File: src/rtl/tcc_regs.vh
// register map, field positions, reset values and timing counts for the timer capture/compare block
// assumes a single 200 MHz kernel clock and the plain register port of the host
`ifndef TCC_REGS_VH
`define TCC_REGS_VH

// word addresses on the register port
`define TCC_A_CTRL 4'h0
`define TCC_A_SLAVE 4'h1
`define TCC_A_CHCFG1 4'h2
`define TCC_A_CHCFG2 4'h3
`define TCC_A_ENABLE 4'h4
`define TCC_A_STATUS 4'h5
`define TCC_A_EVENT 4'h6
`define TCC_A_COUNT 4'h7
`define TCC_A_PSC 4'h8
`define TCC_A_RELOAD 4'h9
`define TCC_A_CCR1 4'ha
`define TCC_A_CCR2 4'hb

// ctrl fields
`define TCC_CTRL_RUN 0
`define TCC_CTRL_DIR 1
// slave fields
`define TCC_SMS_LSB 0
`define TCC_TS_LSB 4
// channel config fields
`define TCC_CH_SEL_LSB 0
`define TCC_CH_PSC_LSB 2
`define TCC_CH_FLT_LSB 4
`define TCC_CH_OM_LSB 8
// enable fields, per channel n: base + 4*n
`define TCC_EN_CH 0
`define TCC_EN_POL 1
`define TCC_EN_IRQ 2
`define TCC_EN_DMA 3
// status fields
`define TCC_ST_UPD 0
`define TCC_ST_CH1 1
`define TCC_ST_CH2 2
`define TCC_ST_TRG 6
`define TCC_ST_OVR1 9
`define TCC_ST_OVR2 10
// event fields
`define TCC_EV_UPD 0
`define TCC_EV_CH1 1
`define TCC_EV_CH2 2
`define TCC_EV_TRG 6

// mode codes
`define TCC_SMS_OFF 3'h0
`define TCC_SMS_RESET 3'h4
`define TCC_SMS_EXT1 3'h7
`define TCC_TS_CH1 3'h5
`define TCC_TS_CH2 3'h6
`define TCC_SEL_OUT 2'h0
`define TCC_SEL_OWN 2'h1
`define TCC_SEL_OTHER 2'h2
`define TCC_OM_LOW 3'h4
`define TCC_OM_HIGH 3'h5
`define TCC_OM_FROZEN 3'h0
`define TCC_OM_SET 3'h1
`define TCC_OM_CLR 3'h2
`define TCC_OM_TOG 3'h3
`define TCC_OM_PWM1 3'h6
`define TCC_OM_PWM2 3'h7

`define TCC_RELOAD_RST 16'hffff
// dead-time sampling rate = kernel clock / this
`define TCC_DTS_DIV 4'h1

`endif

File: src/rtl/tcc_channels.v
// timer core: kernel clock counter, slave controller, two capture/compare channels
// assumes pins synchronous-ish inputs and a host register port with read data one cycle later
`timescale 1ns/1ps
`default_nettype none
`include "tcc_regs.vh"

module tcc_channels (
   input wire sys_clk,
   input wire rst,
   input wire [3:0] reg_addr,
   input wire [31:0] reg_wdata,
   input wire reg_wr,
   input wire reg_rd,
   output reg [31:0] reg_rdata,
   input wire [1:0] timer_input_pin,
   output reg [1:0] channel_out,
   output reg [1:0] reference_waveform,
   output wire [1:0] channel_irq,
   output wire [1:0] channel_dma_req,
   output reg [15:0] count
);

   // ==========================================
   // decode helpers
   // ==========================================
   // filter code to required consecutive samples
   function [4:0] tcc_flt_len;
      input [3:0] code;
      begin
         case (code)
            4'h0: tcc_flt_len = 5'h01;
            4'h1: tcc_flt_len = 5'h02;
            4'h2: tcc_flt_len = 5'h04;
            4'h3: tcc_flt_len = 5'h08;
            4'h4: tcc_flt_len = 5'h06;
            4'h5: tcc_flt_len = 5'h08;
            4'h6: tcc_flt_len = 5'h06;
            4'h7: tcc_flt_len = 5'h08;
            default: tcc_flt_len = 5'h08;
         endcase
      end
   endfunction

   function [3:0] tcc_psc_len;
      input [1:0] code;
      begin
         tcc_psc_len = (4'h1 << code) - 4'h1;
      end
   endfunction

   // ==========================================
   // registers
   // ==========================================
   reg run, dir, counting_down;
   reg [2:0] slave_mode_select;
   reg [2:0] trigger_select;
   reg [11:0] chcfg [0:1];
   reg [7:0] enable_bits;
   reg [15:0] psc_pre, psc_act, psc_cnt, reload_pre;
   reg [15:0] ccr_pre [0:1];
   reg [15:0] ccr_shadow [0:1];
   reg update_flag, trigger_flag;
   reg [1:0] channel_flag, over_capture_flag;
   reg [3:0] dts_cnt;
   wire dts_tick = (dts_cnt == `TCC_DTS_DIV - 4'h1);

   wire wr_ctrl = reg_wr && (reg_addr == `TCC_A_CTRL);
   wire wr_ev = reg_wr && (reg_addr == `TCC_A_EVENT);
   wire wr_st = reg_wr && (reg_addr == `TCC_A_STATUS);
   wire update_generate = wr_ev && reg_wdata[`TCC_EV_UPD];

   // ==========================================
   // input stage per channel
   // ==========================================
   reg [1:0] sync1, sync2;
   reg [1:0] filtered_input;
   wire [1:0] edge_rise, edge_fall;
   reg [1:0] filt_prev;

   always @(posedge sys_clk or posedge rst) begin
      if (rst) begin
         sync1 <= 2'h0;
         sync2 <= 2'h0;
      end else begin
         sync1 <= timer_input_pin;
         sync2 <= sync1;
      end
   end

   always @(posedge sys_clk or posedge rst) begin
      if (rst)
         dts_cnt <= 4'h0;
      else if (dts_tick)
         dts_cnt <= 4'h0;
      else
         dts_cnt <= dts_cnt + 4'h1;
   end

   genvar gi;
   generate
      for (gi = 0; gi < 2; gi = gi + 1) begin : g_in
         reg [4:0] run_len;
         // code 0000 passes on one sample
         always @(posedge sys_clk or posedge rst) begin
            if (rst) begin
               run_len <= 5'h0;
               filtered_input[gi] <= 1'b0;
            end else if (sync2[gi] == filtered_input[gi]) begin
               run_len <= 5'h0;
            end else if (dts_tick) begin
               if (run_len + 5'h1 >= tcc_flt_len(chcfg[gi][`TCC_CH_FLT_LSB +: 4])) begin
                  filtered_input[gi] <= sync2[gi];
                  run_len <= 5'h0;
               end else begin
                  run_len <= run_len + 5'h1;
               end
            end
         end
         assign edge_rise[gi] = filtered_input[gi] & ~filt_prev[gi];
         assign edge_fall[gi] = ~filtered_input[gi] & filt_prev[gi];
      end
   endgenerate

   always @(posedge sys_clk or posedge rst) begin
      if (rst)
         filt_prev <= 2'h0;
      else
         filt_prev <= filtered_input;
   end

   wire [1:0] pol = {enable_bits[4 + `TCC_EN_POL], enable_bits[`TCC_EN_POL]};
   // edge_selected_input[src] as seen with polarity of channel ch
   function tcc_edge;
      input src;
      input p;
      input [1:0] r;
      input [1:0] f;
      begin
         tcc_edge = p ? f[src] : r[src];
      end
   endfunction
   wire [1:0] edge_selected_input;
   assign edge_selected_input[0] = tcc_edge(1'b0, pol[0], edge_rise, edge_fall);
   assign edge_selected_input[1] = tcc_edge(1'b1, pol[1], edge_rise, edge_fall);

   // ==========================================
   // slave controller
   // ==========================================
   // 110 picks channel 2
   // only own channel inputs reach trigger
   wire trig_edge = (trigger_select == `TCC_TS_CH2) ? edge_selected_input[1] :
                    (trigger_select == `TCC_TS_CH1) ? edge_selected_input[0] : 1'b0;
   wire ext_mode = (slave_mode_select == `TCC_SMS_EXT1);
   wire reset_mode = (slave_mode_select == `TCC_SMS_RESET);
   wire trig_event = trig_edge && (ext_mode || reset_mode);

   // internal clock, or trigger edges in external clock mode, through prescaler once running
   wire psc_tick = run && (ext_mode ? trig_edge : 1'b1);
   wire cnt_step = psc_tick && (psc_cnt == psc_act);
   wire overflow = cnt_step && (dir ? (count == 16'h0) : (count == reload_pre));
   wire do_update = overflow || update_generate || (reset_mode && trig_edge);

   always @(posedge sys_clk or posedge rst) begin
      if (rst) begin
         count <= 16'h0;
         psc_cnt <= 16'h0;
         psc_act <= 16'h0;
         counting_down <= 1'b0;
      end else begin
         counting_down <= dir;
         if (reg_wr && reg_addr == `TCC_A_COUNT)
            count <= reg_wdata[15:0];
         else if (update_generate || (reset_mode && trig_edge)) begin
            count <= dir ? reload_pre : 16'h0;
            psc_cnt <= 16'h0;
            psc_act <= psc_pre;
         end else if (psc_tick) begin
            if (cnt_step) begin
               psc_cnt <= 16'h0;
               if (overflow) begin
                  count <= dir ? reload_pre : 16'h0;
                  psc_act <= psc_pre;
               end else
                  count <= dir ? count - 16'h1 : count + 16'h1;
            end else
               psc_cnt <= psc_cnt + 16'h1;
         end
      end
   end

   // ==========================================
   // capture / compare channels
   // ==========================================
   wire rd_st = reg_rd && (reg_addr == `TCC_A_STATUS);
   wire [1:0] ev_ch = wr_ev ? {reg_wdata[`TCC_EV_CH2], reg_wdata[`TCC_EV_CH1]} : 2'h0;
   wire [1:0] capt_evt;
   wire [1:0] cmp_hit;
   wire [1:0] flag_set;

   generate
      for (gi = 0; gi < 2; gi = gi + 1) begin : g_ch
         wire [1:0] sel = chcfg[gi][`TCC_CH_SEL_LSB +: 2];
         wire [2:0] om = chcfg[gi][`TCC_CH_OM_LSB +: 3];
         wire is_in = (sel != `TCC_SEL_OUT);
         wire en = enable_bits[4 * gi + `TCC_EN_CH];
         // own input; input 1 for channel 2
         wire own_idx = (gi == 1);
         wire src_edge = (sel == `TCC_SEL_OWN) ? tcc_edge(own_idx, pol[gi], edge_rise, edge_fall) :
                         (sel == `TCC_SEL_OTHER) ? tcc_edge(~own_idx, pol[gi], edge_rise, edge_fall) : 1'b0;
         reg [3:0] ps_cnt;
         wire ps_hit = (ps_cnt == tcc_psc_len(chcfg[gi][`TCC_CH_PSC_LSB +: 2]));
         assign capt_evt[gi] = is_in && en && src_edge && ps_hit;
         assign cmp_hit[gi] = !is_in && cnt_step && (count == ccr_shadow[gi]);
         assign flag_set[gi] = capt_evt[gi] || cmp_hit[gi] || ev_ch[gi];
         wire rd_ccr = reg_rd && (reg_addr == `TCC_A_CCR1 + gi);
         wire wr_ccr = reg_wr && (reg_addr == `TCC_A_CCR1 + gi);

         always @(posedge sys_clk or posedge rst) begin
            if (rst) begin
               ps_cnt <= 4'h0;
               ccr_pre[gi] <= 16'h0;
               ccr_shadow[gi] <= 16'h0;
               channel_flag[gi] <= 1'b0;
               over_capture_flag[gi] <= 1'b0;
               reference_waveform[gi] <= 1'b0;
               channel_out[gi] <= 1'b0;
            end else begin
               if (!is_in || !en)
                  ps_cnt <= 4'h0;
               else if (src_edge)
                  ps_cnt <= ps_hit ? 4'h0 : ps_cnt + 4'h1;
               if (capt_evt[gi]) begin
                  ccr_shadow[gi] <= count;
                  ccr_pre[gi] <= count;
               end else if (wr_ccr && !is_in) begin
                  ccr_pre[gi] <= reg_wdata[15:0];
               end else if (!is_in && do_update) begin
                  ccr_shadow[gi] <= ccr_pre[gi];
               end
               if ((capt_evt[gi] || ev_ch[gi]) && channel_flag[gi])
                  over_capture_flag[gi] <= 1'b1;
               else if (wr_st && !reg_wdata[`TCC_ST_OVR1 + gi])
                  over_capture_flag[gi] <= 1'b0;
               // clear by write 0 or data read; set wins
               if (flag_set[gi])
                  channel_flag[gi] <= 1'b1;
               else if ((wr_st && !reg_wdata[`TCC_ST_CH1 + gi]) || rd_ccr)
                  channel_flag[gi] <= 1'b0;
               case (om)
                  `TCC_OM_HIGH: reference_waveform[gi] <= 1'b1;
                  `TCC_OM_LOW: reference_waveform[gi] <= 1'b0;
                  `TCC_OM_SET: if (cmp_hit[gi]) reference_waveform[gi] <= 1'b1;
                  `TCC_OM_CLR: if (cmp_hit[gi]) reference_waveform[gi] <= 1'b0;
                  `TCC_OM_TOG: if (cmp_hit[gi]) reference_waveform[gi] <= ~reference_waveform[gi];
                  default: reference_waveform[gi] <= reference_waveform[gi];
               endcase
               channel_out[gi] <= (is_in || !en) ? 1'b0 : (reference_waveform[gi] ^ pol[gi]);
            end
         end
         assign channel_irq[gi] = channel_flag[gi] && enable_bits[4 * gi + `TCC_EN_IRQ];
         assign channel_dma_req[gi] = channel_flag[gi] && enable_bits[4 * gi + `TCC_EN_DMA];
      end
   endgenerate

   // ==========================================
   // register writes and status flags
   // ==========================================
   always @(posedge sys_clk or posedge rst) begin
      if (rst) begin
         run <= 1'b0;
         dir <= 1'b0;
         slave_mode_select <= `TCC_SMS_OFF;
         trigger_select <= 3'h0;
         chcfg[0] <= 12'h0;
         chcfg[1] <= 12'h0;
         enable_bits <= 8'h0;
         psc_pre <= 16'h0;
         reload_pre <= `TCC_RELOAD_RST;
         update_flag <= 1'b0;
         trigger_flag <= 1'b0;
      end else begin
         // only software changes run and direction
         if (wr_ctrl) begin
            run <= reg_wdata[`TCC_CTRL_RUN];
            dir <= reg_wdata[`TCC_CTRL_DIR];
         end
         if (reg_wr && reg_addr == `TCC_A_SLAVE) begin
            slave_mode_select <= reg_wdata[`TCC_SMS_LSB +: 3];
            trigger_select <= reg_wdata[`TCC_TS_LSB +: 3];
         end
         if (reg_wr && reg_addr == `TCC_A_CHCFG1)
            chcfg[0] <= reg_wdata[11:0];
         if (reg_wr && reg_addr == `TCC_A_CHCFG2)
            chcfg[1] <= reg_wdata[11:0];
         if (reg_wr && reg_addr == `TCC_A_ENABLE)
            enable_bits <= reg_wdata[7:0];
         if (reg_wr && reg_addr == `TCC_A_PSC)
            psc_pre <= reg_wdata[15:0];
         if (reg_wr && reg_addr == `TCC_A_RELOAD)
            reload_pre <= reg_wdata[15:0];
         if (do_update)
            update_flag <= 1'b1;
         else if (wr_st && !reg_wdata[`TCC_ST_UPD])
            update_flag <= 1'b0;
         if (trig_event || (wr_ev && reg_wdata[`TCC_EV_TRG]))
            trigger_flag <= 1'b1;
         else if (wr_st && !reg_wdata[`TCC_ST_TRG])
            trigger_flag <= 1'b0;
      end
   end

   // ==========================================
   // read port
   // ==========================================
   // reads return preload copies
   always @(posedge sys_clk or posedge rst) begin
      if (rst)
         reg_rdata <= 32'h0;
      else if (reg_rd) begin
         case (reg_addr)
            `TCC_A_CTRL: reg_rdata <= {30'h0, dir, run};
            `TCC_A_SLAVE: reg_rdata <= {25'h0, trigger_select, 1'b0, slave_mode_select};
            `TCC_A_CHCFG1: reg_rdata <= {20'h0, chcfg[0]};
            `TCC_A_CHCFG2: reg_rdata <= {20'h0, chcfg[1]};
            `TCC_A_ENABLE: reg_rdata <= {24'h0, enable_bits};
            `TCC_A_STATUS: reg_rdata <= {21'h0, over_capture_flag, 2'h0, trigger_flag, 3'h0,
                                         channel_flag, update_flag};
            `TCC_A_COUNT: reg_rdata <= {16'h0, count};
            `TCC_A_PSC: reg_rdata <= {16'h0, psc_pre};
            `TCC_A_RELOAD: reg_rdata <= {16'h0, reload_pre};
            `TCC_A_CCR1: reg_rdata <= {16'h0, ccr_pre[0]};
            `TCC_A_CCR2: reg_rdata <= {16'h0, ccr_pre[1]};
            default: reg_rdata <= 32'h0;
         endcase
      end
   end

endmodule
`default_nettype wire

File: config.mk
export PLATFORM = sky130hd
export DESIGN_NAME = tcc_channels
export DESIGN_NICKNAME = d
export VERILOG_FILES = /design/src/rtl/tcc_channels.v
export VERILOG_INCLUDE_DIRS = /design/src /design/src/rtl
export SDC_FILE = /design/constraint.sdc
export NUM_CORES = 1
export LEC_CHECK = 0
export ABC_CLOCK_PERIOD_IN_PS = 10400
export CORE_UTILIZATION = 53
export DETAILED_ROUTE_END_ITERATION = 8
export DONT_BUFFER_PORTS = 1
export GPL_TIMING_DRIVEN = 0
export PLACE_DENSITY = 0.68
export SYNTH_ARGS = -nofsm -noshare
export SYNTH_HDL_FRONTEND = slang
export SYNTH_SLANG_ARGS = --single-unit
File: constraint.sdc
create_clock -name sys_clk -period 10.4 [get_ports sys_clk]
set_input_delay 2.08 -clock sys_clk [delete_from_list [all_inputs] [get_ports sys_clk]]
set_output_delay 2.08 -clock sys_clk [all_outputs]
set_load 0.01 [all_outputs]
==> insert_results.sql, run 1 <==
INSERT INTO impl_metrics (metric_group, metric, value, unit) VALUES
('run_status', 'run_status', 'complete, no violations', ''),
('detailed_routing', 'postRouteAntennaNets', '0', ''),
('finish', 'layoutNonFillerInstCount', '1649', ''),
('clocking', 'clk_pin_slew_worst_paths', '60', 'ps'),
('timing', 'setup-violations-final', '0', ''),
('timing', 'hold_viol_final', '0', ''),
('detailed_routing', 'drc', '0', ''),
('clocking', 'post_cts.resized_instances', '0', ''),
('floorplan', 'rows', '57', ''),
('worst_hold_path', 'min-delay-path-class', 'register to register', ''),
('synthesis', 'avgSynthCellArea', '10.5', 'sq um'),
('clocking', 'setup_bufs_post_cts', '0', ''),
('floorplan', 'floorplan.initialDensity', '0.542', ''),
('clocking', 'cts_tree', 'built', ''),
('finish', 'fin_util', '0.601', ''),
('timing', 'final.setup_skew', '12.1', 'ps'),
('floorplan', 'core_region_area', '24400', 'sq um'),
('finish', 'layout-drive-gt1-share', '0.152', ''),
('detailed_routing', 'dr_total_vias', '10800', ''),
('detailed_routing', 'drt_iter0_markers', '1446', ''),
('clocking', 'root_buffer', 'sky130_fd_sc_hd__clkbuf_16', ''),
('worst_setup_path', 'startpoint', 'reg_addr[2]', ''),
('power', 'power.ir.vdd_worst', '0.161', 'mV'),
('worst_setup_path', 'reg2reg_to', 'count[3]', ''),
('global_routing', 'grt_max_degree', '114', ''),
('synthesis', 'yosysUniqueCellTypes', '72', ''),
('timing', 'final.period_utilization', '0.431', ''),
('timing', 'layout_min_cycle_time', '4480', 'ps'),
('clocking', 'ctsLongestPathBuffers', '3', ''),
('worst_setup_path', 'critPathCapture', 'psc_pre[8]', ''),
('worst_setup_path', 'crit_slowest_cell', 'sky130_fd_sc_hd__nor3_1', ''),
('global_routing', 'first_global_vias', '10500', ''),
('detailed_routing', 'finalWirelength', '41200', 'um'),
('global_routing', 'met2_capacity_usage_during_global_routing', '0.506', ''),
('worst_setup_path', 'critical_path.startpoint_type', 'input pin', ''),
('worst_setup_path', 'worst_path_most_repeated_cell', 'sky130_fd_sc_hd__clkbuf_1', ''),
('clocking', 'tritoncts_num_sinks', '240', ''),
('global_routing', 'globalRouteOverflowTotal', '0', ''),
('place', 'dp.final_hpwl', '29800', 'um'),
('floorplan', 'die_height', '160', 'um'),
('place', 'gp_routability_congestion', '0.988', ''),
('timing', 'worstMarginPinSlew', '1370', 'ps'),
('place', 'post-place-cells', '1599', ''),
('global_routing', 'grt_first_pass_wirelength', '63500', 'um'),
('worst_setup_path', 'timing.reg2reg.setup_slack', '6830', 'ps'),
('synthesis', 'synth_edf_count', '0', ''),
('worst_setup_path', 'cpPeakStageDelay', '1050', 'ps'),
('detailed_routing', 'drt_pre_antenna_iters', '8', ''),
('synthesis', 'synthesis.instances', '1256', ''),
('finish', 'final_common_cell', 'sky130_fd_sc_hd__dfrtp_1', ''),
('finish', 'most_frequent_cells_in_the_layout', 'sky130_fd_sc_hd__dfrtp_1 (224), sky130_fd_sc_hd__mux2_2 (88), sky130_fd_sc_hd__nand2_1 (72)', ''),
('floorplan', 'die_width', '160', 'um'),
('timing', 'setup_repair_after_global_routing_missed_its_margin', 'no', ''),
('clocking', 'cts_made_buffers', '27', ''),
('clocking', 'later_pin_clock_latency_in_the_skew_report', '540', 'ps'),
('worst_setup_path', 'timing.critical_path.cells', 'clkbuf_1 -> nand2b_1 -> clkbuf_1 -> nor3_1 -> nand2_1 -> clkbuf_1 -> mux2_2', ''),
('clocking', 'ctsHtreeMaxLevel', '1', ''),
('finish', 'flow.area_growth_from_synthesis', '10.8', '%'),
('place', 'io_buffer_count', '0', ''),
('finish', 'finish.net_count', '1376', ''),
('synthesis', 'synth-seq-area-share', '0.455', ''),
('worst_setup_path', 'ff2ff_path_depth', '8', ''),
('timing', 'timing_max_transition_violations_final', '0', ''),
('global_routing', 'groute.layer.met1.usage', '0.451', ''),
('worst_setup_path', 'setup.worst_path.class', 'input pin to register', ''),
('synthesis', 'yosysWarnings', '0', ''),
('detailed_routing', 'via_density_per_instance', '6.54', ''),
('detailed_routing', 'detailed_route_wire_length_per_cell', '25.0', 'um'),
('worst_setup_path', 'r2r-start', 'count[4]', ''),
('job', 'timing.max_cap.violations', '0', ''),
('worst_setup_path', 'critical_path_arrival', '4900', 'ps');
## metrics by stage
stage / cell area [sq um] / hold WS, ps / TNS [ps] / power [mW] / worst slack (ps)
detailed placement: 13800 / 336 / 0 / 2.78 / 5550
CTS: 14700 / 349 / 0 / 3.75 / 6100
floorplan: 13300 / 331 / 0 / 2.38 / 1760
finish: 14700 / 348 / 0 / 3.77 / 5920
global route: 14700 / 361 / 0 / 3.96 / 5910
global placement: 13700 / 334 / -217600 / 2.75 / -1000
## final cells by class
cell class              instances  area (sq um)
plain buffers                  90           434
clock buffers                  41           798
well taps                     324           405
repair buffers                  4          67.6
inverters                      29           116
fillers                      2029          9730
multi-input cells             912          6720
clock inverters                 8          92.6
diodes                          1          2.50
flip-flops and latches        240          6030
## worst min-delay path by stage
stage | start | to | slack, ps | cells after the start
global route | sync1[0] | sync2[0] | 360 | 0
global placement | sync1[0] | sync2[0] | 330 | 0
CTS | sync1[0] | sync2[0] | 350 | 0
finish | sync1[0] | sync2[0] | 350 | 0
floorplan | sync1[0] | sync2[0] | 330 | 0
detailed placement | sync1[0] | sync2[0] | 340 | 0
## where the power goes
group          switching, mW  total (mW)  internal [mW]  leakage, nW
combinational          0.692        1.25          0.561         2.98
clock                  0.387       0.962          0.575        0.439
sequential             0.350        1.56           1.21         3.04
## synth_stat cells, types with 7 or more instances
library cell | n | area (sq um)
sky130_fd_sc_hd__o21ai_0 | 54 | 270
sky130_fd_sc_hd__o21bai_1 | 37 | 278
sky130_fd_sc_hd__xnor2_1 | 65 | 569
sky130_fd_sc_hd__a221o_1 | 32 | 320
sky130_fd_sc_hd__nor3_1 | 32 | 160
sky130_fd_sc_hd__nand4_1 | 17 | 106
sky130_fd_sc_hd__ha_1 | 29 | 363
sky130_fd_sc_hd__o22ai_1 | 16 | 100
sky130_fd_sc_hd__nor2_1 | 58 | 218
sky130_fd_sc_hd__nand2_1 | 72 | 270
sky130_fd_sc_hd__inv_1 | 29 | 109
sky130_fd_sc_hd__nand3_1 | 32 | 160
sky130_fd_sc_hd__dfrtp_1 | 224 | 5610
sky130_fd_sc_hd__a222oi_1 | 8 | 80.1
sky130_fd_sc_hd__xor2_1 | 28 | 245
sky130_fd_sc_hd__or3_1 | 8 | 50.1
sky130_fd_sc_hd__a21o_1 | 8 | 60.1
sky130_fd_sc_hd__o211ai_1 | 7 | 52.6
sky130_fd_sc_hd__nor2b_1 | 9 | 56.3
sky130_fd_sc_hd__buf_2 | 11 | 55.1
sky130_fd_sc_hd__and3_1 | 37 | 231
sky130_fd_sc_hd__nand2b_1 | 11 | 68.8
sky130_fd_sc_hd__and2_1 | 24 | 150
sky130_fd_sc_hd__buf_4 | 16 | 120
sky130_fd_sc_hd__a22oi_1 | 31 | 233
sky130_fd_sc_hd__a22o_1 | 15 | 131
sky130_fd_sc_hd__nor4_1 | 15 | 93.8
sky130_fd_sc_hd__dfstp_2 | 16 | 420
sky130_fd_sc_hd__mux2i_1 | 39 | 390
sky130_fd_sc_hd__clkbuf_1 | 57 | 214
sky130_fd_sc_hd__mux2_2 | 88 | 991
sky130_fd_sc_hd__a21oi_1 | 32 | 160
## sequential cells by signal, indices dropped and copies added, names as in the netlist, 2 cells and up
| signal | cells |
|---|---|
| ccr_pre | 32 |
| ccr_shadow | 32 |
| chcfg | 24 |
| count | 16 |
| psc_act | 16 |
| psc_cnt | 16 |
| psc_pre | 16 |
| reg_rdata | 16 |
| reload_pre | 16 |
| g_in.run_len | 10 |
| enable_bits | 8 |
| g_ch.ps_cnt | 8 |
| dts_cnt | 4 |
| slave_mode_select | 3 |
| trigger_select | 3 |
| channel_flag | 2 |
| channel_out | 2 |
| filt_prev | 2 |
| filtered_input | 2 |
| over_capture_flag | 2 |
| reference_waveform | 2 |
| sync1 | 2 |
| sync2 | 2 |
## layer usage
layer / share of wire / routed length (um)
met1: 0.41 / 16800
met2: 0.45 / 18600
met3: 0.094 / 3860
met4: 0.046 / 1890
met5: 0 / 0
## logic make-up after synthesis
logic type | share of synthesized area
buffers and inverters | 0.0410
xor gates and xnor gates | 0.0616
other | 0.000283
muxes | 0.110
and+or+nand+nor | 0.135
DFF | 0.455
adders and majority gates | 0.0289
AOI/OAI and AO/OA | 0.168
## worst max-delay path: cells and delay by family
kind	cells	cell delay, ps
mux	1	370
simple gates	3	1750
buf+inv	3	700
Note: power is estimated with default switching activity, not from simulation.
==> inputs of run 2 (changes only) <==
--- a/config.mk
+++ b/config.mk
@@ -6,12 +6,12 @@
 export SDC_FILE = /design/constraint.sdc
 export NUM_CORES = 1
 export LEC_CHECK = 0
-export ABC_CLOCK_PERIOD_IN_PS = 10400
+export ABC_CLOCK_PERIOD_IN_PS = 3900
 export CORE_UTILIZATION = 53
 export DETAILED_ROUTE_END_ITERATION = 8
 export DONT_BUFFER_PORTS = 1
 export GPL_TIMING_DRIVEN = 0
-export PLACE_DENSITY = 0.68
+export PLACE_DENSITY = 0.71
 export SYNTH_ARGS = -nofsm -noshare
 export SYNTH_HDL_FRONTEND = slang
 export SYNTH_SLANG_ARGS = --single-unit
==> constraint.sdc (replaced) <==
create_clock -name sys_clk -period 3.9 [get_ports sys_clk]
set_input_delay 0.78 -clock sys_clk [delete_from_list [all_inputs] [get_ports sys_clk]]
set_output_delay 0.78 -clock sys_clk [all_outputs]
set_load 0.01 [all_outputs]
==> run 2 against run 1 <==
- first-iteration DRC count shrank 1.9%
- critical path depth grew 2
- non-clock buffer count grew 4
- power grew to 2.8 times the previous value
- wire length grew 1.3%
- clock-buffer cell count shrank 6
- clock power grew to 3.0 times the previous value
- sequential share of layout area shrank 0.62 points
- die area is the same
- combinational power grew to 2.7 times the previous value
- flip-flop and latch count is the same
- highest routed layer unchanged
==> insert_results.sql, run 2 (same netlist as run 1, synthesis figures left out) <==
INSERT INTO impl_metrics (metric_group, metric, value, unit) VALUES
('worst_setup_path', 'timing.critical_path.fanout_max', '10', ''),
('finish', 'largestRegisters', 'ccr_pre (32), ccr_shadow (32), chcfg (24)', ''),
('worst_setup_path', 'cpPeakStageDelay', '630', 'ps'),
('detailed_routing', 'via_density_per_instance', '6.57', ''),
('power', 'power.density', '703', 'nW/um^2'),
('clocking', 'setup_bufs_post_cts', '0', ''),
('power', 'power.ir.vdd_worst', '0.475', 'mV'),
('place', 'io_buffer_count', '0', ''),
('clocking', 'cts_tree', 'built', ''),
('timing', 'max_clock_freq', '287', 'MHz'),
('worst_setup_path', 'crit_slowest_cell', 'sky130_fd_sc_hd__clkbuf_1', ''),
('timing', 'timing_max_transition_violations_final', '0', ''),
('worst_setup_path', 'critical_path_arrival', '3910', 'ps'),
('place', 'dp.final_hpwl', '30300', 'um'),
('floorplan', 'floorplan.initialDensity', '0.542', ''),
('worst_setup_path', 'worstPathRequired', '4330', 'ps'),
('detailed_routing', 'detailed_route_wire_length_per_cell', '25.2', 'um'),
('floorplan', 'floorplan.die_area', '25600', 'sq um'),
('place', 'post-place-cells', '1603', ''),
('finish', 'final_common_cell', 'sky130_fd_sc_hd__dfrtp_1', ''),
('power', 'finalPower', '10.5', 'mW'),
('worst_setup_path', 'r2r-start', 'count[6]', ''),
('global_routing', 'groute.layer.met1.usage', '0.443', ''),
('clocking', 'later_pin_clock_latency_in_the_skew_report', '550', 'ps'),
('detailed_routing', 'drt_iter0_markers', '1418', ''),
('finish', 'n_fill_cell', '2022', ''),
('detailed_routing', 'dr_total_vias', '10900', ''),
('worst_setup_path', 'timing.critical_path.cells', 'clkbuf_1 -> xor2_1 -> nor4_1 -> nand4_1 -> o31a_2 -> a211oi_4 -> nor2_2 -> buf_6 -> a221o_1', ''),
('global_routing', 'globalRouteOverflowTotal', '0', ''),
('timing', 'setup_repair_after_global_routing_missed_its_margin', 'no', ''),
('timing', 'layout_min_cycle_time', '3480', 'ps'),
('worst_setup_path', 'setup.worst_path.class', 'register to register', ''),
('clocking', 'tritoncts_num_sinks', '240', ''),
('clocking', 'cts_made_buffers', '27', ''),
('place', 'gp_routability_congestion', '0.956', ''),
('job', 'timing.max_cap.violations', '0', ''),
('clocking', 'clk_pin_slew_worst_paths', '70', 'ps'),
('global_routing', 'grt_max_degree', '44', ''),
('floorplan', 'core_region_area', '24400', 'sq um'),
('worst_setup_path', 'critPathTopFamily', 'compound AO/OA/AOI/OAI gates', ''),
('finish', 'fin_util', '0.610', ''),
('global_routing', 'first_global_vias', '10600', ''),
('floorplan', 'die_height', '160', 'um'),
('worst_setup_path', 'cp-end-kind', 'register', ''),
('finish', 'most_frequent_cells_in_the_layout', 'sky130_fd_sc_hd__dfrtp_1 (224), sky130_fd_sc_hd__mux2_2 (88), sky130_fd_sc_hd__nand2_1 (72)', ''),
('detailed_routing', 'drt_pre_antenna_iters', '6', ''),
('finish', 'finish.net_count', '1380', ''),
('detailed_routing', 'drc', '0', ''),
('timing', 'final.period_utilization', '0.893', ''),
('detailed_routing', 'finalWirelength', '41700', 'um'),
('finish', 'layout-drive-gt1-share', '0.160', ''),
('global_routing', 'grt_first_pass_wirelength', '64400', 'um'),
('run_status', 'run_status', 'complete, no violations', ''),
('worst_setup_path', 'reg2reg_to', 'ccr_shadow[16]', ''),
('global_routing', 'track_usage', '0.331', ''),
('worst_setup_path', 'timing.critical_path.buf_inv', '2', ''),
('finish', 'flow.area_growth_from_synthesis', '12.5', '%'),
('global_routing', 'globalRoute.busiestLayer', 'met2', ''),
('timing', 'setup-violations-final', '0', ''),
('global_routing', 'antenna_found_initial', '0', ''),
('clocking', 'ctsHoldBuffers', '0', ''),
('timing', 'hold_viol_final', '0', ''),
('clocking', 'ctsHtreeMaxLevel', '1', ''),
('clocking', 'post_cts.resized_instances', '0', ''),
('timing', 'worstMarginPinSlew', '1230', 'ps'),
('timing', 'timing.slew.headroom', '0.170', ''),
('finish', 'antenna_cells', '0', ''),
('clocking', 'root_buffer', 'sky130_fd_sc_hd__clkbuf_16', ''),
('floorplan', 'die_width', '160', 'um'),
('clocking', 'ctsLongestPathBuffers', '3', ''),
('floorplan', 'rows', '57', ''),
('detailed_routing', 'postRouteAntennaNets', '0', ''),
('worst_setup_path', 'critical_path.startpoint_type', 'register', ''),
('global_routing', 'global_route.usage.met3', '0.0740', ''),
('timing', 'final.setup_skew', '24.1', 'ps'),
('floorplan', 'io_count', '98', ''),
('worst_setup_path', 'timing.reg2reg.setup_slack', '420', 'ps'),
('finish', 'layoutNonFillerInstCount', '1653', ''),
('power', 'p_leak', '6.55', 'nW'),
('worst_hold_path', 'min-delay-path-class', 'input pin to asynchronous set/reset pin', ''),
('global_routing', 'met2_capacity_usage_during_global_routing', '0.514', ''),
('worst_setup_path', 'ff2ff_path_depth', '9', '');
==> run 2: routing by layer <==
metal  share of wire  routed length [um]  up-vias
met1            0.40               16700     5377
met5               0                   0        -
li1                -                   -     4742
met4           0.054                2240        0
met3           0.093                3870      161
met2            0.45               18900      588
==> run 2: per-stage QoR <==
stage	hold WS (ps)	TNS, ps	area, sq um	setup slack, ps
floorplan	331	-3310	13300	-14.8
global placement	334	-304460	13700	-1380
detailed placement	339	0	13800	360
CTS	106	0	14900	510
global route	125	0	14900	198
finish	108	0	14900	418
==> run 2: where the power goes <==
part / leakage (nW) / switching (mW) / internal [mW]
Clock: 0.498 / 1.08 / 1.85
Sequential: 3.04 / 0.932 / 3.22
Combinational: 3.01 / 1.88 / 1.51
==> run 2: layout make-up <==
type | instances | area (sq um) | area share
Multi-Input combinational cell | 912 | 6730 | 0.452
Sequential cell | 240 | 6030 | 0.405
Clock buffer | 35 | 766 | 0.0514
Buffer | 90 | 434 | 0.0292
Tap cell | 324 | 405 | 0.0272
Clock inverter | 15 | 265 | 0.0178
Timing Repair Buffer | 8 | 148 | 0.00992
Inverter | 29 | 113 | 0.00757
==> run 2: how the worst max path moves through the flow <==
stage,endpoint,startpoint,depth (start not counted),slack [ps]
detailed placement,ccr_pre[1],reg_addr[0],7,360
floorplan,ccr_pre[0],rst,1,-10
finish,ccr_shadow[16],count[6],9,420
CTS,ccr_shadow[16],count[6],9,510
global route,ccr_shadow[16],count[6],9,200
global placement,ccr_shadow[19],rst,1,-1380
==> run 2: worst register-to-register path, stage by stage (launching register included) <==
cell,delay (ps)
sky130_fd_sc_hd__dfrtp_1,470
sky130_fd_sc_hd__clkbuf_1,630
sky130_fd_sc_hd__xor2_1,140
sky130_fd_sc_hd__nor4_1,270
sky130_fd_sc_hd__nand4_1,170
sky130_fd_sc_hd__o31a_2,420
sky130_fd_sc_hd__a211oi_4,530
sky130_fd_sc_hd__nor2_2,200
sky130_fd_sc_hd__buf_6,230
sky130_fd_sc_hd__a221o_1,310
==> inputs of run 3 (changes only) <==
--- a/config.mk
+++ b/config.mk
@@ -12,6 +12,7 @@
 export DONT_BUFFER_PORTS = 1
 export GPL_TIMING_DRIVEN = 0
 export PLACE_DENSITY = 0.71
+export RECOVER_POWER = 25
 export SYNTH_ARGS = -nofsm -noshare
 export SYNTH_HDL_FRONTEND = slang
 export SYNTH_SLANG_ARGS = --single-unit
==> run 3 against run 2 <==
- the run now ends with capacitance limit, slew limit left
- die area stayed put
- largest power group unchanged
- cell count stayed put
- critical endpoint unchanged
- combinational power hardly changed
- sequential share of layout area is 0.14 points higher
- wire length hardly changed
==> insert_results.sql, run 3 (same netlist as run 1, synthesis figures left out) <==
INSERT INTO impl_metrics (metric_group, metric, value, unit) VALUES
('run_status', 'run_status', 'finished with violations', ''),
('run_status', 'violations_in_the_final_reports', 'capacitance limit, slew limit', ''),
('finish', 'layoutNonFillerInstCount', '1653', ''),
('worst_setup_path', 'reg2reg_to', 'ccr_shadow[16]', ''),
('timing', 'layout_min_cycle_time', '3490', 'ps'),
('timing', 'worstMarginPinSlew', '1990', 'ps'),
('finish', 'layout-drive-gt1-share', '0.159', ''),
('global_routing', 'first_global_vias', '10600', ''),
('finish', 'largestRegisters', 'ccr_pre (32), ccr_shadow (32), chcfg (24)', ''),
('clocking', 'clk_pin_slew_worst_paths', '70', 'ps'),
('power', 'power.density', '705', 'nW/um^2'),
('floorplan', 'die_height', '160', 'um'),
('worst_setup_path', 'timing.critical_path.fanout_max', '10', ''),
('timing', 'final.setup_skew', '29.2', 'ps'),
('clocking', 'ctsHoldBuffers', '0', ''),
('detailed_routing', 'finalWirelength', '41700', 'um'),
('clocking', 'ctsLongestPathBuffers', '3', ''),
('worst_setup_path', 'critical_path.startpoint_type', 'register', ''),
('timing', 'timing_max_transition_violations_final', '69', ''),
('floorplan', 'io_count', '98', ''),
('finish', 'most_frequent_cells_in_the_layout', 'sky130_fd_sc_hd__dfrtp_1 (224), sky130_fd_sc_hd__mux2_2 (88), sky130_fd_sc_hd__nand2_1 (72)', ''),
('detailed_routing', 'drc', '0', ''),
('floorplan', 'core_region_area', '24400', 'sq um'),
('worst_setup_path', 'critical_path_arrival', '3920', 'ps'),
('clocking', 'root_buffer', 'sky130_fd_sc_hd__clkbuf_16', ''),
('worst_setup_path', 'crit_slowest_cell', 'sky130_fd_sc_hd__clkbuf_1', ''),
('power', 'p_leak', '6.53', 'nW'),
('detailed_routing', 'drt_iter0_markers', '1357', ''),
('finish', 'sequential_cell_area', '6030', 'sq um'),
('finish', 'multi_input_area', '6730', 'sq um'),
('job', 'timing.max_cap.violations', '2', ''),
('detailed_routing', 'detailed_route_wire_length_per_cell', '25.2', 'um'),
('clocking', 'tritoncts_num_sinks', '240', ''),
('worst_setup_path', 'cpPeakStageDelay', '620', 'ps'),
('worst_setup_path', 'r2r-start', 'count[6]', ''),
('worst_setup_path', 'ff2ff_path_depth', '9', ''),
('worst_hold_path', 'min-delay-path-class', 'input pin to asynchronous set/reset pin', ''),
('place', 'gp_routability_congestion', '0.956', ''),
('global_routing', 'track_usage', '0.331', ''),
('worst_setup_path', 'startpoint', 'count[6]', ''),
('floorplan', 'floorplan.initialDensity', '0.542', ''),
('timing', 'setup-violations-final', '0', ''),
('place', 'io_buffer_count', '0', ''),
('place', 'dp.final_hpwl', '30300', 'um'),
('finish', 'finish.net_count', '1380', ''),
('place', 'post-place-cells', '1603', ''),
('worst_setup_path', 'timing.critical_path.cells', 'clkbuf_1 -> xor2_1 -> nor4_1 -> nand4_1 -> o31a_2 -> a211oi_4 -> nor2_2 -> buf_6 -> a221o_1', ''),
('finish', 'final_common_cell', 'sky130_fd_sc_hd__dfrtp_1', ''),
('finish', 'n_fill_cell', '2028', ''),
('global_routing', 'grt_max_degree', '44', ''),
('worst_setup_path', 'critPathCapture', 'ccr_shadow[16]', ''),
('floorplan', 'floorplan.die_area', '25600', 'sq um'),
('global_routing', 'antenna_found_initial', '0', ''),
('timing', 'hold_viol_final', '0', ''),
('floorplan', 'rows', '57', ''),
('worst_setup_path', 'worstPathRequired', '4330', 'ps'),
('finish', 'antenna_cells', '0', ''),
('clocking', 'cts_tree', 'built', ''),
('detailed_routing', 'via_density_per_instance', '6.55', ''),
('timing', 'max_clock_freq', '287', 'MHz'),
('worst_setup_path', 'setup.worst_path.class', 'register to register', ''),
('worst_setup_path', 'cp-end-kind', 'register', ''),
('timing', 'setup_repair_after_global_routing_missed_its_margin', 'no', ''),
('worst_setup_path', 'timing.reg2reg.setup_slack', '410', 'ps'),
('clocking', 'ctsHtreeMaxLevel', '1', ''),
('floorplan', 'die_width', '160', 'um'),
('detailed_routing', 'dr_total_vias', '10800', ''),
('power', 'power.ir.vdd_worst', '0.475', 'mV'),
('timing', 'setup_total_negative_slack', '0', 'ps'),
('clocking', 'post_cts.resized_instances', '0', ''),
('clocking', 'later_pin_clock_latency_in_the_skew_report', '560', 'ps'),
('global_routing', 'grt_first_pass_wirelength', '64400', 'um'),
('detailed_routing', 'drt_pre_antenna_iters', '7', ''),
('timing', 'final.period_utilization', '0.894', ''),
('global_routing', 'globalRouteOverflowTotal', '0', ''),
('clocking', 'setup_bufs_post_cts', '0', ''),
('timing', 'timing.slew.headroom', '-0.330', ''),
('finish', 'flow.area_growth_from_synthesis', '12.1', '%'),
('clocking', 'cts_made_buffers', '27', ''),
('detailed_routing', 'postRouteAntennaNets', '0', '');
-- run 3: changes by cell type in the layout (fill, tap and decap cells not counted) --
cell	previous run	this run
sky130_fd_sc_hd__buf_12	7	4
sky130_fd_sc_hd__clkinvlp_4	4	3
sky130_fd_sc_hd__clkbuf_2	0	1
sky130_fd_sc_hd__clkinvlp_2	0	1
sky130_fd_sc_hd__clkbuf_1	59	61
-- run 3: stage by stage --
stage	power (mW)	area [sq um]	hold WS, ps	util	worst slack, ps
final	10.5	14800	188	0.608	413
after global placement	7.33	13700	334	0.562	-1380
after global routing	11.0	14800	234	0.608	198
after CTS	10.4	14900	106	0.610	510
after detailed placement	7.45	13800	339	0.568	360
after floorplan	6.34	13300	331	-	-14.8
-- run 3: metal layers --
layer  vias to the layer above  routed length, um  GRT usage
met2                       553              19000      0.514
met3                       155               3840     0.0740
met5                         -                  0          0
li1                       4725                  -          -
met4                         0               2190      0.153
met1                      5386              16700      0.443
-- run 3: area by class of cell --
| class | count | area share |
|---|---|---|
| multi-input cells | 912 | 0.454 |
| clock buffers | 35 | 0.0516 |
| inverters | 29 | 0.00742 |
| clock inverters | 15 | 0.0179 |
| well taps | 324 | 0.0273 |
| flip-flops and latches | 240 | 0.406 |
| repair buffers | 8 | 0.00675 |
| plain buffers | 90 | 0.0293 |
-- run 3: report_power, final --
group	switching [mW]	internal (mW)
registers	0.930	3.22
logic	1.88	1.50
clock network	1.08	1.85
total	3.89	6.57
-- run 3: worst min path at each step --
stage / cells after the start / startpoint / slack, ps / to
after floorplan: 0 / sync1[0] / 330 / sync2[0]
after global placement: 0 / sync1[1] / 330 / sync2[1]
after detailed placement: 0 / sync1[1] / 340 / sync2[1]
after CTS: 1 / rst / 110 / g_in[0].run_len[2]
after global routing: 1 / rst / 230 / g_in[0].run_len[2]
final: 1 / rst / 190 / g_in[0].run_len[0]
-- run 3: worst max-delay path, delay by kind of cell (launching register included) --
kind / cells / cell delay (ps)
buffers and inverters: 2 / 850
AND/OR/NAND/NOR: 3 / 630
flip-flops: 1 / 470
AO/OA/AOI/OAI: 3 / 1260
XOR/XNOR: 1 / 140
